[config.mk]
export PLATFORM = sky130hd
export DESIGN_NAME = tsb_top
export DESIGN_NICKNAME = d
export VERILOG_FILES = /design/src/verilog/tsb_sync.v /design/src/verilog/tsb_axil.v /design/src/verilog/tsb_top.v
export VERILOG_INCLUDE_DIRS = /design/src /design/src/verilog
export SDC_FILE = /design/constraint.sdc
export NUM_CORES = 1
export LEC_CHECK = 0
export BUFFER_PORTS_ARGS = -buffer_cell sky130_fd_sc_hd__buf_2
export CORE_ASPECT_RATIO = 0.8
export CORE_UTILIZATION = 60
export DETAILED_ROUTE_END_ITERATION = 10
export PLACE_DENSITY = 0.81
export REMOVE_ABC_BUFFERS = 1
export SKIP_LAST_GASP = 1
export SLEW_MARGIN = 40
export SYNTH_ARGS = -nofsm -noshare
export SYNTH_HDL_FRONTEND = slang
export SYNTH_SLANG_ARGS = --single-unit
[constraint.sdc]
create_clock -name aclk -period 6.1 [get_ports aclk]
set_clock_uncertainty 0.15 [all_clocks]
set_input_delay 0.305 -clock aclk [delete_from_list [all_inputs] [get_ports aclk]]
set_output_delay 0.305 -clock aclk [all_outputs]
set_load 0.01 [all_outputs]
[src/verilog/tsb_defs.vh]
// constants shared by the two-line serial bus channel files
`ifndef TSB_DEFS_VH
`define TSB_DEFS_VH

// ==========================================================
// register byte offsets
`define TSB_OFF_CTRL 8'h00
`define TSB_OFF_STAT 8'h04
`define TSB_OFF_SHIFT 8'h08
`define TSB_OFF_SADDR 8'h0C
`define TSB_OFF_ACKTO 8'h10

// ==========================================================
// control register fields
`define TSB_CTRL_EN 0
`define TSB_CTRL_WAKE 1
`define TSB_CTRL_ACKE 2
`define TSB_CTRL_BSYE 3
`define TSB_CTRL_RLSG 4
`define TSB_CTRL_CMDG 5

// ==========================================================
// status register fields
`define TSB_STAT_DONE 0
`define TSB_STAT_RELD 1
`define TSB_STAT_CMDD 2
`define TSB_STAT_MATCH 3
`define TSB_STAT_SEL 4
`define TSB_STAT_ACKD 5
`define TSB_STAT_ACKF 6
`define TSB_STAT_BUSY 7
`define TSB_STAT_ACT 8
`define TSB_STAT_CLS 9

// ==========================================================
// item classes
`define TSB_CLS_DATA 2'h0
`define TSB_CLS_CMD 2'h1
`define TSB_CLS_ADDR 2'h2

// ==========================================================
// reset values and counts
`define TSB_SADDR_RST 8'h00
`define TSB_ACKTO_RST 16'h0400
`define TSB_BITS 4'h8

// ==========================================================
// bus responses
`define TSB_RESP_OKAY 2'h0
`define TSB_RESP_SLVERR 2'h2

`endif

[src/verilog/tsb_sync.v]
// two-flop synchroniser for pin inputs, one chain per bit
`timescale 1ns/100ps
module tsb_sync #(
    parameter W = 2
) (
    input wire aclk,
    input wire aresetn,
    input wire ce,
    input wire [W-1:0] d_in,
    output wire [W-1:0] q_out
);

// ==========================================================
// per-bit chains
genvar i;
generate
    for (i = 0; i < W; i = i + 1) begin : g_bit
        reg meta_r;
        reg sync_r;
        // first stage feeds only the second
        always @(posedge aclk) begin
            if (!aresetn) begin
                meta_r <= 1'b1;
                sync_r <= 1'b1;
            end else if (ce) begin
                meta_r <= d_in[i];
                sync_r <= meta_r;
            end
        end
        assign q_out[i] = sync_r;
    end
endgenerate

endmodule // tsb_sync

[src/verilog/tsb_axil.v]
// axi4-lite slave front end with address decode
`timescale 1ns/100ps
`include "tsb_defs.vh"
module tsb_axil (
    input wire aclk,
    input wire aresetn,
    input wire ce,
    input wire [7:0] s_axi_awaddr,
    input wire s_axi_awvalid,
    output wire s_axi_awready,
    input wire [31:0] s_axi_wdata,
    input wire [3:0] s_axi_wstrb,
    input wire s_axi_wvalid,
    output wire s_axi_wready,
    output wire [1:0] s_axi_bresp,
    output wire s_axi_bvalid,
    input wire s_axi_bready,
    input wire [7:0] s_axi_araddr,
    input wire s_axi_arvalid,
    output wire s_axi_arready,
    output wire [31:0] s_axi_rdata,
    output wire [1:0] s_axi_rresp,
    output wire s_axi_rvalid,
    input wire s_axi_rready,
    output wire wr_en,
    output wire [7:0] wr_addr,
    output wire [31:0] wr_data,
    output wire [3:0] wr_strb,
    output wire [7:0] rd_addr,
    input wire [31:0] rd_data
);

reg aw_full_r;
reg w_full_r;
reg [7:0] awaddr_r;
reg [31:0] wdata_r;
reg [3:0] wstrb_r;
reg bvalid_r;
reg [1:0] bresp_r;
reg rvalid_r;
reg [1:0] rresp_r;
reg [31:0] rdata_r;
wire wr_fire;
wire wr_ok;
wire rd_ok;

// ==========================================================
// decode of mapped words
function addr_ok;
    input [7:0] a;
    begin
        addr_ok = (a == `TSB_OFF_CTRL) || (a == `TSB_OFF_STAT) ||
            (a == `TSB_OFF_SHIFT) || (a == `TSB_OFF_SADDR) ||
            (a == `TSB_OFF_ACKTO);
    end
endfunction

// handshakes and strobes
assign s_axi_awready = !aw_full_r;
assign s_axi_wready = !w_full_r;
assign s_axi_arready = !rvalid_r;
assign s_axi_bvalid = bvalid_r;
assign s_axi_bresp = bresp_r;
assign s_axi_rvalid = rvalid_r;
assign s_axi_rresp = rresp_r;
assign s_axi_rdata = rdata_r;
assign wr_fire = aw_full_r && w_full_r && !bvalid_r;
assign wr_ok = addr_ok(awaddr_r);
assign rd_ok = addr_ok(s_axi_araddr);
assign wr_en = wr_fire && wr_ok;
assign wr_addr = awaddr_r;
assign wr_data = wdata_r;
assign wr_strb = wstrb_r;
assign rd_addr = s_axi_araddr;

// ==========================================================
// write path: address and data in either order
always @(posedge aclk) begin
    if (!aresetn) begin
        aw_full_r <= 1'b0;
        w_full_r <= 1'b0;
        awaddr_r <= 8'h00;
        wdata_r <= 32'h00000000;
        wstrb_r <= 4'h0;
        bvalid_r <= 1'b0;
        bresp_r <= `TSB_RESP_OKAY;
    end else if (ce) begin
        if (s_axi_awvalid && !aw_full_r) begin
            aw_full_r <= 1'b1;
            awaddr_r <= s_axi_awaddr;
        end
        if (s_axi_wvalid && !w_full_r) begin
            w_full_r <= 1'b1;
            wdata_r <= s_axi_wdata;
            wstrb_r <= s_axi_wstrb;
        end
        if (wr_fire) begin
            aw_full_r <= 1'b0;
            w_full_r <= 1'b0;
            bvalid_r <= 1'b1;
            bresp_r <= wr_ok ? `TSB_RESP_OKAY : `TSB_RESP_SLVERR;
        end else if (bvalid_r && s_axi_bready) begin
            bvalid_r <= 1'b0;
        end
    end
end

// ==========================================================
// read path: data latched when the address is taken
always @(posedge aclk) begin
    if (!aresetn) begin
        rvalid_r <= 1'b0;
        rresp_r <= `TSB_RESP_OKAY;
        rdata_r <= 32'h00000000;
    end else if (ce) begin
        if (s_axi_arvalid && !rvalid_r) begin
            rvalid_r <= 1'b1;
            rresp_r <= rd_ok ? `TSB_RESP_OKAY : `TSB_RESP_SLVERR;
            rdata_r <= rd_ok ? rd_data : 32'h00000000;
        end else if (rvalid_r && s_axi_rready) begin
            rvalid_r <= 1'b0;
        end
    end
end

endmodule // tsb_axil

[src/verilog/tsb_top.v]
// two-line serial bus channel: framing, shifter, ack, busy
//
// The placing of the registers and the AXI4-Lite slave port are this design's own decisions.
`timescale 1ns/100ps
`include "tsb_defs.vh"
module tsb_top (
    input wire aclk,
    input wire aresetn,
    input wire ce,
    input wire [7:0] s_axi_awaddr,
    input wire s_axi_awvalid,
    output wire s_axi_awready,
    input wire [31:0] s_axi_wdata,
    input wire [3:0] s_axi_wstrb,
    input wire s_axi_wvalid,
    output wire s_axi_wready,
    output wire [1:0] s_axi_bresp,
    output wire s_axi_bvalid,
    input wire s_axi_bready,
    input wire [7:0] s_axi_araddr,
    input wire s_axi_arvalid,
    output wire s_axi_arready,
    output wire [31:0] s_axi_rdata,
    output wire [1:0] s_axi_rresp,
    output wire s_axi_rvalid,
    input wire s_axi_rready,
    input wire serial_clock_line,
    input wire sda_i,
    output wire sda_o,
    output wire sda_oe,
    output wire channel_interrupt
);

wire wr_en;
wire [7:0] wr_addr;
wire [31:0] wr_data;
wire [3:0] wr_strb;
wire [7:0] rd_addr;
reg [31:0] rd_data;
wire [1:0] pin_s;
wire sck_s;
wire sda_s;
reg sck_p_r;
reg sda_p_r;
reg channel_enable_r;
reg wakeup_select_r;
reg ack_enable_r;
reg busy_enable_r;
reg [7:0] slave_addr_r;
reg [15:0] ack_to_r;
reg [7:0] shift_register_r;
reg [3:0] bit_cnt_r;
reg active_r;
reg serial_output_latch_r;
reg transfer_done_flag_r;
reg rls_seen_r;
reg free_pend_r;
reg cmd_seen_r;
reg match_r;
reg selected_r;
reg [1:0] cls_r;
reg ack_pend_r;
reg ack_drv_r;
reg busy_r;
reg ack_wait_r;
reg [15:0] ack_cnt_r;
reg ack_det_r;
reg ack_fail_r;
reg chan_int_r;
reg sda_oe_r;
wire sck_fall;
wire sck_rise;
wire rls_det;
wire cmd_det;
wire done_evt;
wire is_addr;
wire addr_hit;
wire [1:0] item_cls;
wire [31:0] wmask;
wire ctrl_wr;
wire stat_wr;
wire shift_wr;
wire en_nxt;
wire rls_trig;
wire cmd_trig;
wire start;

// ==========================================================
// register bus front end
tsb_axil u_axil (
    .aclk(aclk),
    .aresetn(aresetn),
    .ce(ce),
    .s_axi_awaddr(s_axi_awaddr),
    .s_axi_awvalid(s_axi_awvalid),
    .s_axi_awready(s_axi_awready),
    .s_axi_wdata(s_axi_wdata),
    .s_axi_wstrb(s_axi_wstrb),
    .s_axi_wvalid(s_axi_wvalid),
    .s_axi_wready(s_axi_wready),
    .s_axi_bresp(s_axi_bresp),
    .s_axi_bvalid(s_axi_bvalid),
    .s_axi_bready(s_axi_bready),
    .s_axi_araddr(s_axi_araddr),
    .s_axi_arvalid(s_axi_arvalid),
    .s_axi_arready(s_axi_arready),
    .s_axi_rdata(s_axi_rdata),
    .s_axi_rresp(s_axi_rresp),
    .s_axi_rvalid(s_axi_rvalid),
    .s_axi_rready(s_axi_rready),
    .wr_en(wr_en),
    .wr_addr(wr_addr),
    .wr_data(wr_data),
    .wr_strb(wr_strb),
    .rd_addr(rd_addr),
    .rd_data(rd_data)
);

// ==========================================================
// pin synchronisers and edge detection
tsb_sync #(.W(2)) u_sync (
    .aclk(aclk),
    .aresetn(aresetn),
    .ce(ce),
    .d_in({serial_clock_line, sda_i}),
    .q_out(pin_s)
);

assign sck_s = pin_s[1];
assign sda_s = pin_s[0];

// previous synchronised levels
always @(posedge aclk) begin
    if (!aresetn) begin
        sck_p_r <= 1'b1;
        sda_p_r <= 1'b1;
    end else if (ce) begin
        sck_p_r <= sck_s;
        sda_p_r <= sda_s;
    end
end

// clock edges and framing conditions with clock held high
assign sck_fall = sck_p_r && !sck_s;
assign sck_rise = !sck_p_r && sck_s;
assign rls_det = channel_enable_r && sck_p_r && sck_s &&
    !sda_p_r && sda_s;
assign cmd_det = channel_enable_r && sck_p_r && sck_s &&
    sda_p_r && !sda_s;

// ==========================================================
// register write decode
assign wmask = {{8{wr_strb[3]}}, {8{wr_strb[2]}},
    {8{wr_strb[1]}}, {8{wr_strb[0]}}};
assign ctrl_wr = wr_en && (wr_addr == `TSB_OFF_CTRL) && wr_strb[0];
assign stat_wr = wr_en && (wr_addr == `TSB_OFF_STAT) && wr_strb[0];
assign shift_wr = wr_en && (wr_addr == `TSB_OFF_SHIFT) && wr_strb[0];
assign en_nxt = ctrl_wr ? wr_data[`TSB_CTRL_EN] : channel_enable_r;
// triggers act only if the write leaves the channel enabled and are never stored
assign rls_trig = ctrl_wr && en_nxt && wr_data[`TSB_CTRL_RLSG];
assign cmd_trig = ctrl_wr && en_nxt && wr_data[`TSB_CTRL_CMDG];
// a transfer starts only if already enabled and idle
assign start = shift_wr && channel_enable_r && !active_r;

// ==========================================================
// item end and classification
assign done_evt = active_r && sck_rise &&
    (bit_cnt_r == `TSB_BITS - 4'h1);
assign is_addr = rls_seen_r && cmd_seen_r;
assign item_cls = is_addr ? `TSB_CLS_ADDR :
    (cmd_seen_r ? `TSB_CLS_CMD : `TSB_CLS_DATA);
assign addr_hit = ({shift_register_r[6:0], sda_s} ==
    slave_addr_r);

// ==========================================================
// control registers
always @(posedge aclk) begin
    if (!aresetn) begin
        channel_enable_r <= 1'b0;
        wakeup_select_r <= 1'b0;
        ack_enable_r <= 1'b0;
        busy_enable_r <= 1'b0;
        slave_addr_r <= `TSB_SADDR_RST;
        ack_to_r <= `TSB_ACKTO_RST;
    end else if (ce && wr_en) begin
        if (ctrl_wr) begin
            channel_enable_r <= wr_data[`TSB_CTRL_EN];
            wakeup_select_r <= wr_data[`TSB_CTRL_WAKE];
            ack_enable_r <= wr_data[`TSB_CTRL_ACKE];
            busy_enable_r <= wr_data[`TSB_CTRL_BSYE];
        end
        if (wr_addr == `TSB_OFF_SADDR && wr_strb[0])
            slave_addr_r <= wr_data[7:0];
        if (wr_addr == `TSB_OFF_ACKTO)
            ack_to_r <= (ack_to_r & ~wmask[15:0]) |
                (wr_data[15:0] & wmask[15:0]);
    end
end

// ==========================================================
// shifter, output latch and framing state
always @(posedge aclk) begin
    if (!aresetn) begin
        shift_register_r <= 8'h00;
        bit_cnt_r <= 4'h0;
        active_r <= 1'b0;
        serial_output_latch_r <= 1'b1;
        free_pend_r <= 1'b0;
        rls_seen_r <= 1'b0;
        cmd_seen_r <= 1'b0;
        match_r <= 1'b0;
        selected_r <= 1'b0;
        cls_r <= `TSB_CLS_DATA;
        transfer_done_flag_r <= 1'b0;
        chan_int_r <= 1'b0;
    end else if (ce) begin
        chan_int_r <= 1'b0;
        // done flag: set wins over write-one-to-clear
        if (done_evt)
            transfer_done_flag_r <= 1'b1;
        else if (stat_wr && wr_data[`TSB_STAT_DONE])
            transfer_done_flag_r <= 1'b0;
        if (!channel_enable_r) begin
            active_r <= 1'b0;
            free_pend_r <= 1'b0;
            rls_seen_r <= 1'b0;
            cmd_seen_r <= 1'b0;
            match_r <= 1'b0;
            selected_r <= 1'b0;
            if (rls_trig)
                serial_output_latch_r <= 1'b1;
            else if (cmd_trig)
                serial_output_latch_r <= 1'b0;
        end else if (start) begin
            shift_register_r <= wr_data[7:0];
            bit_cnt_r <= 4'h0;
            active_r <= 1'b1;
            free_pend_r <= 1'b0;
            rls_seen_r <= 1'b0;
            cmd_seen_r <= 1'b0;
        end else begin
            // line freed at the fall after an item, never with clock high
            if (free_pend_r && sck_fall) begin
                free_pend_r <= 1'b0;
                serial_output_latch_r <= 1'b1;
            end
            if (rls_trig)
                serial_output_latch_r <= 1'b1;
            else if (cmd_trig)
                serial_output_latch_r <= 1'b0;
            // release clears command and selection
            if (rls_det) begin
                rls_seen_r <= 1'b1;
                cmd_seen_r <= 1'b0;
                selected_r <= 1'b0;
            end else if (cmd_det) begin
                cmd_seen_r <= 1'b1;
            end
            if (active_r && sck_fall)
                serial_output_latch_r <= shift_register_r[7];
            if (active_r && sck_rise) begin
                shift_register_r <= {shift_register_r[6:0], sda_s};
                bit_cnt_r <= bit_cnt_r + 4'h1;
            end
            if (done_evt) begin
                active_r <= 1'b0;
                free_pend_r <= 1'b1;
                cls_r <= item_cls;
                if (is_addr) begin
                    match_r <= addr_hit;
                    selected_r <= addr_hit;
                    if (wakeup_select_r && !addr_hit)
                        rls_seen_r <= 1'b0;
                end
                chan_int_r <= !wakeup_select_r ||
                    (is_addr && addr_hit);
            end
        end
    end
end

// ==========================================================
// acknowledge, busy and ack watch
always @(posedge aclk) begin
    if (!aresetn) begin
        ack_pend_r <= 1'b0;
        ack_drv_r <= 1'b0;
        busy_r <= 1'b0;
        ack_wait_r <= 1'b0;
        ack_cnt_r <= 16'h0000;
        ack_det_r <= 1'b0;
        ack_fail_r <= 1'b0;
    end else if (ce) begin
        if (stat_wr && wr_data[`TSB_STAT_ACKF])
            ack_fail_r <= 1'b0;
        if (!channel_enable_r) begin
            ack_pend_r <= 1'b0;
            ack_drv_r <= 1'b0;
            busy_r <= 1'b0;
            ack_wait_r <= 1'b0;
        end else if (done_evt) begin
            ack_det_r <= 1'b0;
            // receiver answers, transmitter watches
            ack_pend_r <= ack_enable_r;
            ack_wait_r <= !ack_enable_r;
            ack_cnt_r <= ack_to_r;
        end else begin
            if (sck_fall) begin
                if (ack_pend_r) begin
                    ack_pend_r <= 1'b0;
                    ack_drv_r <= 1'b1;
                end else if (ack_drv_r) begin
                    ack_drv_r <= 1'b0;
                    busy_r <= busy_enable_r;
                end else if (busy_r && !busy_enable_r &&
                        !wakeup_select_r) begin
                    busy_r <= 1'b0;
                end
            end
            if (ack_wait_r) begin
                if (sck_rise && !sda_s) begin
                    ack_wait_r <= 1'b0;
                    ack_det_r <= 1'b1;
                end else if (ack_cnt_r == 16'h0000) begin
                    ack_wait_r <= 1'b0;
                    ack_fail_r <= 1'b1;
                end else begin
                    ack_cnt_r <= ack_cnt_r - 16'h0001;
                end
            end
        end
    end
end

// ==========================================================
// open-drain data line drive, registered
always @(posedge aclk) begin
    if (!aresetn)
        sda_oe_r <= 1'b0;
    else if (ce)
        sda_oe_r <= channel_enable_r &&
            (!serial_output_latch_r || ack_drv_r || busy_r);
end

assign sda_o = 1'b0; // only ever pulls low
assign sda_oe = sda_oe_r;
assign channel_interrupt = chan_int_r;

// ==========================================================
// register read mux
always @* begin
    rd_data = 32'h00000000;
    case (rd_addr)
    `TSB_OFF_CTRL: begin
        rd_data[`TSB_CTRL_EN] = channel_enable_r;
        rd_data[`TSB_CTRL_WAKE] = wakeup_select_r;
        rd_data[`TSB_CTRL_ACKE] = ack_enable_r;
        rd_data[`TSB_CTRL_BSYE] = busy_enable_r;
    end
    `TSB_OFF_STAT: begin
        rd_data[`TSB_STAT_DONE] = transfer_done_flag_r;
        rd_data[`TSB_STAT_RELD] = rls_seen_r;
        rd_data[`TSB_STAT_CMDD] = cmd_seen_r;
        rd_data[`TSB_STAT_MATCH] = match_r;
        rd_data[`TSB_STAT_SEL] = selected_r;
        rd_data[`TSB_STAT_ACKD] = ack_det_r;
        rd_data[`TSB_STAT_ACKF] = ack_fail_r;
        rd_data[`TSB_STAT_BUSY] = busy_r;
        rd_data[`TSB_STAT_ACT] = active_r;
        rd_data[`TSB_STAT_CLS+1:`TSB_STAT_CLS] = cls_r;
    end
    `TSB_OFF_SHIFT: rd_data[7:0] = shift_register_r;
    `TSB_OFF_SADDR: rd_data[7:0] = slave_addr_r;
    `TSB_OFF_ACKTO: rd_data[15:0] = ack_to_r;
    default: rd_data = 32'h00000000;
    endcase
end

endmodule // tsb_top

* Yosys cells after proc, flatten, opt, wreduce, memory -nomap -nowiden
Cells that the tools add are included.
Storage, ports and cells: input port bits 62, output and inout port bits 44, bits in registers 146
Cells by class: eq/ne operators 23, muxes and demuxes 92, reductions and logical operators 105, bitwise operators 5, add/subtract/negate cells 2
Operators with widths (number):
- two-way mux 16 bit | 5
- two-way mux 1 bit | 76
- logical AND 1 bit | 42
- AND reduction 2 bit | 17
- bitwise AND 16 bit | 2
- equality test 8 x 4 -> 1 bit, second input constant | 4
- case mux 4 bit (5 select lines) | 1
- equality test 8 x 3 -> 1 bit, second input constant | 2
- equality test 8 x 5 -> 1 bit, second input constant | 2
- logical NOT 16 bit | 1
- logical NOT 8 bit | 2
- two-way mux 8 bit | 2
- NOT 16 bit | 1
- bitwise OR 16 bit | 1
- case mux 4 bit (4 select lines) | 1
- AND reduction 4 bit | 4
- nonzero test 2 bit | 8
- subtractor 16 x 1 -> 16 bit, second input constant | 1
- logical NOT 1 bit | 14
- logical OR 1 bit | 11
- != test 2 bit, second input constant | 5
- AND reduction 5 bit | 2
- != test 3 x 1 -> 1 bit, second input constant | 3
- equality test 8 bit | 1
- other kinds (12) | 19

* Longest topological paths before layout
word-level depth 16, depth in mapped cells 8

* By module
A second synthesis with hierarchy kept.
Second synthesis, totals: cells, all modules 872, area total of the unflattened synthesis 7880.1 um^2
By module, submodules not included:
- tsb_top | seq. area each 1521.5 um^2, instances 1, cells each 511, area each 4266.6 um^2
- tsb_axil | seq. area each 1641.6 um^2, instances 1, cells each 346, area each 3458.3 um^2
- tsb_sync | seq. area each 80.1 um^2, instances 1, cells each 15, area each 155.1 um^2

* Worst setup path after synthesis
Ideal clock, no wire load.
kind reg2reg, start point reg ack_cnt_r[0], end point reg ack_cnt_r[8], path slack 3.785 ns, arrival 2.097 ns, required time 5.882 ns, stages on the path, launching flop included 9, setup time 0.068 ns, period minus slack after synthesis 2.315 ns, cells stage by stage dfxtp_1 inv_1 ha_1 or3b_1 or4_4 o22ai_4 buf_6 o21ai_1 a21oi_2
Between the ends: cells in the longest elaborated chain, start to end 5
RTL lines:
- start, declared | RTL line tsb_top.v:66 | reg [15:0] ack_cnt_r;
- start signal, assigned | RTL line tsb_top.v:306 | ack_cnt_r <= ack_to_r;
- start signal, assigned | RTL line tsb_top.v:328 | ack_cnt_r <= ack_cnt_r - 16'h0001;
- subtractor 16 x 1 -> 16 bit | RTL line tsb_top.v:328
- two-way mux 16 bit | RTL line tsb_top.v:324 | end else if (ack_cnt_r == 16'h0000) begin
- two-way mux 16 bit | RTL line tsb_top.v:321 | if (sck_rise && !sda_s) begin
- two-way mux 16 bit | RTL line tsb_top.v:320 | if (ack_wait_r) begin
- two-way mux 16 bit | RTL line tsb_top.v:301 | end else if (done_evt) begin
Several ways; a longest one is shown, not always the timed one. The select of a mux whose other input is x is not followed. A chain may end at the register's enable or synchronous reset.

* Worst setup path after layout
start point reg ack_cnt_r[0], end point reg ack_cnt_r[7]
The elaborated chain is that of the path after synthesis.

==> reports/results.ini <==
[outcome]
status=finished clean

[floorplan]
core_region_area_mm2=0.009729
die_area_mm2=0.01050
ios=106
die_x_um=114.3
num_rows=32
die_h_um=91.86
start_util_pct=62.24

[setup_path]
critPathKind=register to register
rrSetupSlack_ns=3.22
critical_path_arrival_ns=3.05
crit_start=ack_cnt_r[0]
crit_fanout=20
start_kind=register
cp-end-kind=register
timing.rr.start=ack_cnt_r[0]
worstPathRequired_ns=6.27

[synthesis]
synth-async-reset-ratio_pct=0
synth_seq_cells=128
syn_area_per_cell_um2=8.353
synth-seq-area-share_pct=42.31
netlist_instances=725
synth_warnings=0
ys_types=65
syn-cell-area_mm2=0.006056
synth-edff-count=0
ys.flop_type=dfxtp_1

[finish]
num-nets-final=860
final_common_cell=dfxtp_1
drive_gt1_share_pct=17.82
finalNonFillerCells=944
antenna_cells=0
n_fill_cell=695
final_cell_mix=dfxtp_1 (128), nand2_1 (94), nor2_1 (80)
syn2layout_area_growth_pct=19.63

[cts]
post_cts_resized=0
numCtsBuffers=17
cts_tree=built
ctsRootBufferMaster=clkbuf_16
cts-htree-levels=4
clock_latency_ns=0.41
cts_setup_buffers=0
clk_pin_slew_worst_paths_ns=0.06
cts_sinks=128
cts_buffer_depth=2

[placement]
post-place-cells=886
numPortBuffers=68
hpwl_mm=10.32
gp_congestion=0.8391

[sta]
fin_crit_sh_pct=47.15
slew_headroom_pct=49.36
fmax_mhz=347.7
rsz0062_at_grt=no
tightest_slew_ns=0.7581
setup_viol_count_final=0
finalHoldViolCount=0
hold_slack_ns=0.01143
fin_crit_ns=2.876
slew_viol_final=0
fin_setup_tns_ns=0

[global_routing]
grt_pass1_vias=5642
gr-total-overflow=0
grt_pass1_wl_mm=26.74
grt_start_max_net_pins=57
antenna_found_initial=0
grt_usage_pct=32.54

[route]
vias=5779
post_drt_wl_per_cell_um=17.33
dr.pass1.iters=7
via_per_inst=6.122
drt-initial-drc-count=481
antenna_left=0
drt-total-wl_mm=16.36
drcViolationCount=0

[power]
power_density_mw_per_mm2=282.3
power.leakage_nw=2.904
peakVddDrop_mv=0.1897

[min_path]
worstHoldStart=s_axi_wdata[1]
hold_path.class=input port to register

[run]
drv_cap=0

cell type report:
class	instances	area (um^2)	area share, %
clock inverters	12	183.9	2.539
inverters	12	47.55	0.6563
clock buffers	19	442.9	6.114
repair buffers	100	653.1	9.016
well taps	136	170.2	2.349
multi-input cells	537	3184	43.96
flip-flops and latches	128	2562	35.37
power breakdown:
part / internal (mW) / switching [mW] / leakage, nW
Clock: 0.696 / 0.379 / 0.300
Combinational: 0.0419 / 0.0659 / 1.57
Sequential: 0.848 / 0.0146 / 1.04
Total: 1.59 / 0.460 / 2.90
path summary, 6_finish.rpt:
| kind | to | cells after the start |
|---|---|---|
| worst max register to register | ack_cnt_r[7] | 8 |
| worst max-delay path | ack_cnt_r[7] | 8 |
| worst min-delay path | u_axil.wr_data[1] | 3 |
| worst min register to register | u_axil.wr_data[10] | 2 |
metal layers:
metal | global-route usage (%) | up-vias | share of wire [%]
met5 | 0 | - | 0
met4 | 11.04 | 0 | 1.9
met3 | 8.063 | 42 | 9.1
met2 | 52.47 | 279 | 47
met1 | 42.48 | 2761 | 42
li1 | - | 2697 | -
Yosys cell counts (5+ instances only):
cell type / instances / share of area [%]
mux2_2: 8 / 1.5
nand3_1: 30 / 2.5
dfxtp_1: 128 / 42
o21ai_0: 32 / 2.6
a31oi_1: 6 / 0.62
inv_1: 10 / 0.62
a21oi_2: 7 / 1.0
nand3b_1: 5 / 0.62
clkbuf_1: 40 / 2.5
mux2i_1: 35 / 5.8
nor2_1: 82 / 5.1
xnor2_1: 10 / 1.4
nor3_1: 8 / 0.66
and3_1: 5 / 0.52
buf_4: 19 / 2.4
o22ai_1: 5 / 0.52
a32oi_1: 7 / 1.0
o211ai_1: 8 / 0.99
o31ai_1: 7 / 0.87
nand2_1: 94 / 5.8
a21o_2: 7 / 1.0
nand4_1: 9 / 0.93
a211oi_1: 13 / 1.6
a21oi_1: 52 / 4.3
a22oi_1: 22 / 2.7
nor2b_1: 9 / 0.93
repair_timing:
item / in CTS / in global routing
hold endpoints to repair: 26 / 0
setup endpoints to repair: 0 / 0
hold buffers: 26 / 0
kinds of logic (layout without fill, tap and decap cells):
kind of cell | count (synthesis) | in the layout | share of synthesized area, %
AOI/OAI and AO/OA | 189 | 189 | 20.64
xor gates and xnor gates | 10 | 10 | 1.446
adders and majority gates | 2 | 2 | 0.4132
buffers and inverters | 78 | 143 | 6.426
DFF | 128 | 128 | 42.31
muxes | 43 | 43 | 7.273
other | 1 | 19 | 0.06192
and+or+nand+nor | 274 | 274 | 21.43
worst max-delay path: stages, from the launching register on:
cell	delay (ns)
dfxtp_1	0.34
inv_1	0.07
ha_1	0.18
or3b_1	0.44
or4_4	0.63
o22ai_4	0.50
buf_8	0.24
o211ai_1	0.12
o31ai_1	0.11
metrics by stage:
stage / worst slack [ns] / area, um^2 / util [%] / power, mW
global route: 3.116 / 7244 / 74.46 / 2.099
global placement: 3.228 / 6330 / 65.06 / 0.9673
detailed placement: 3.110 / 6335 / 65.11 / 0.9717
floorplan: 3.358 / 5779 / - / 0.9248
finish: 3.224 / 7244 / 74.46 / 2.045
CTS: 3.130 / 7222 / 74.23 / 2.045
Note: power is estimated with default switching activity, not from simulation.
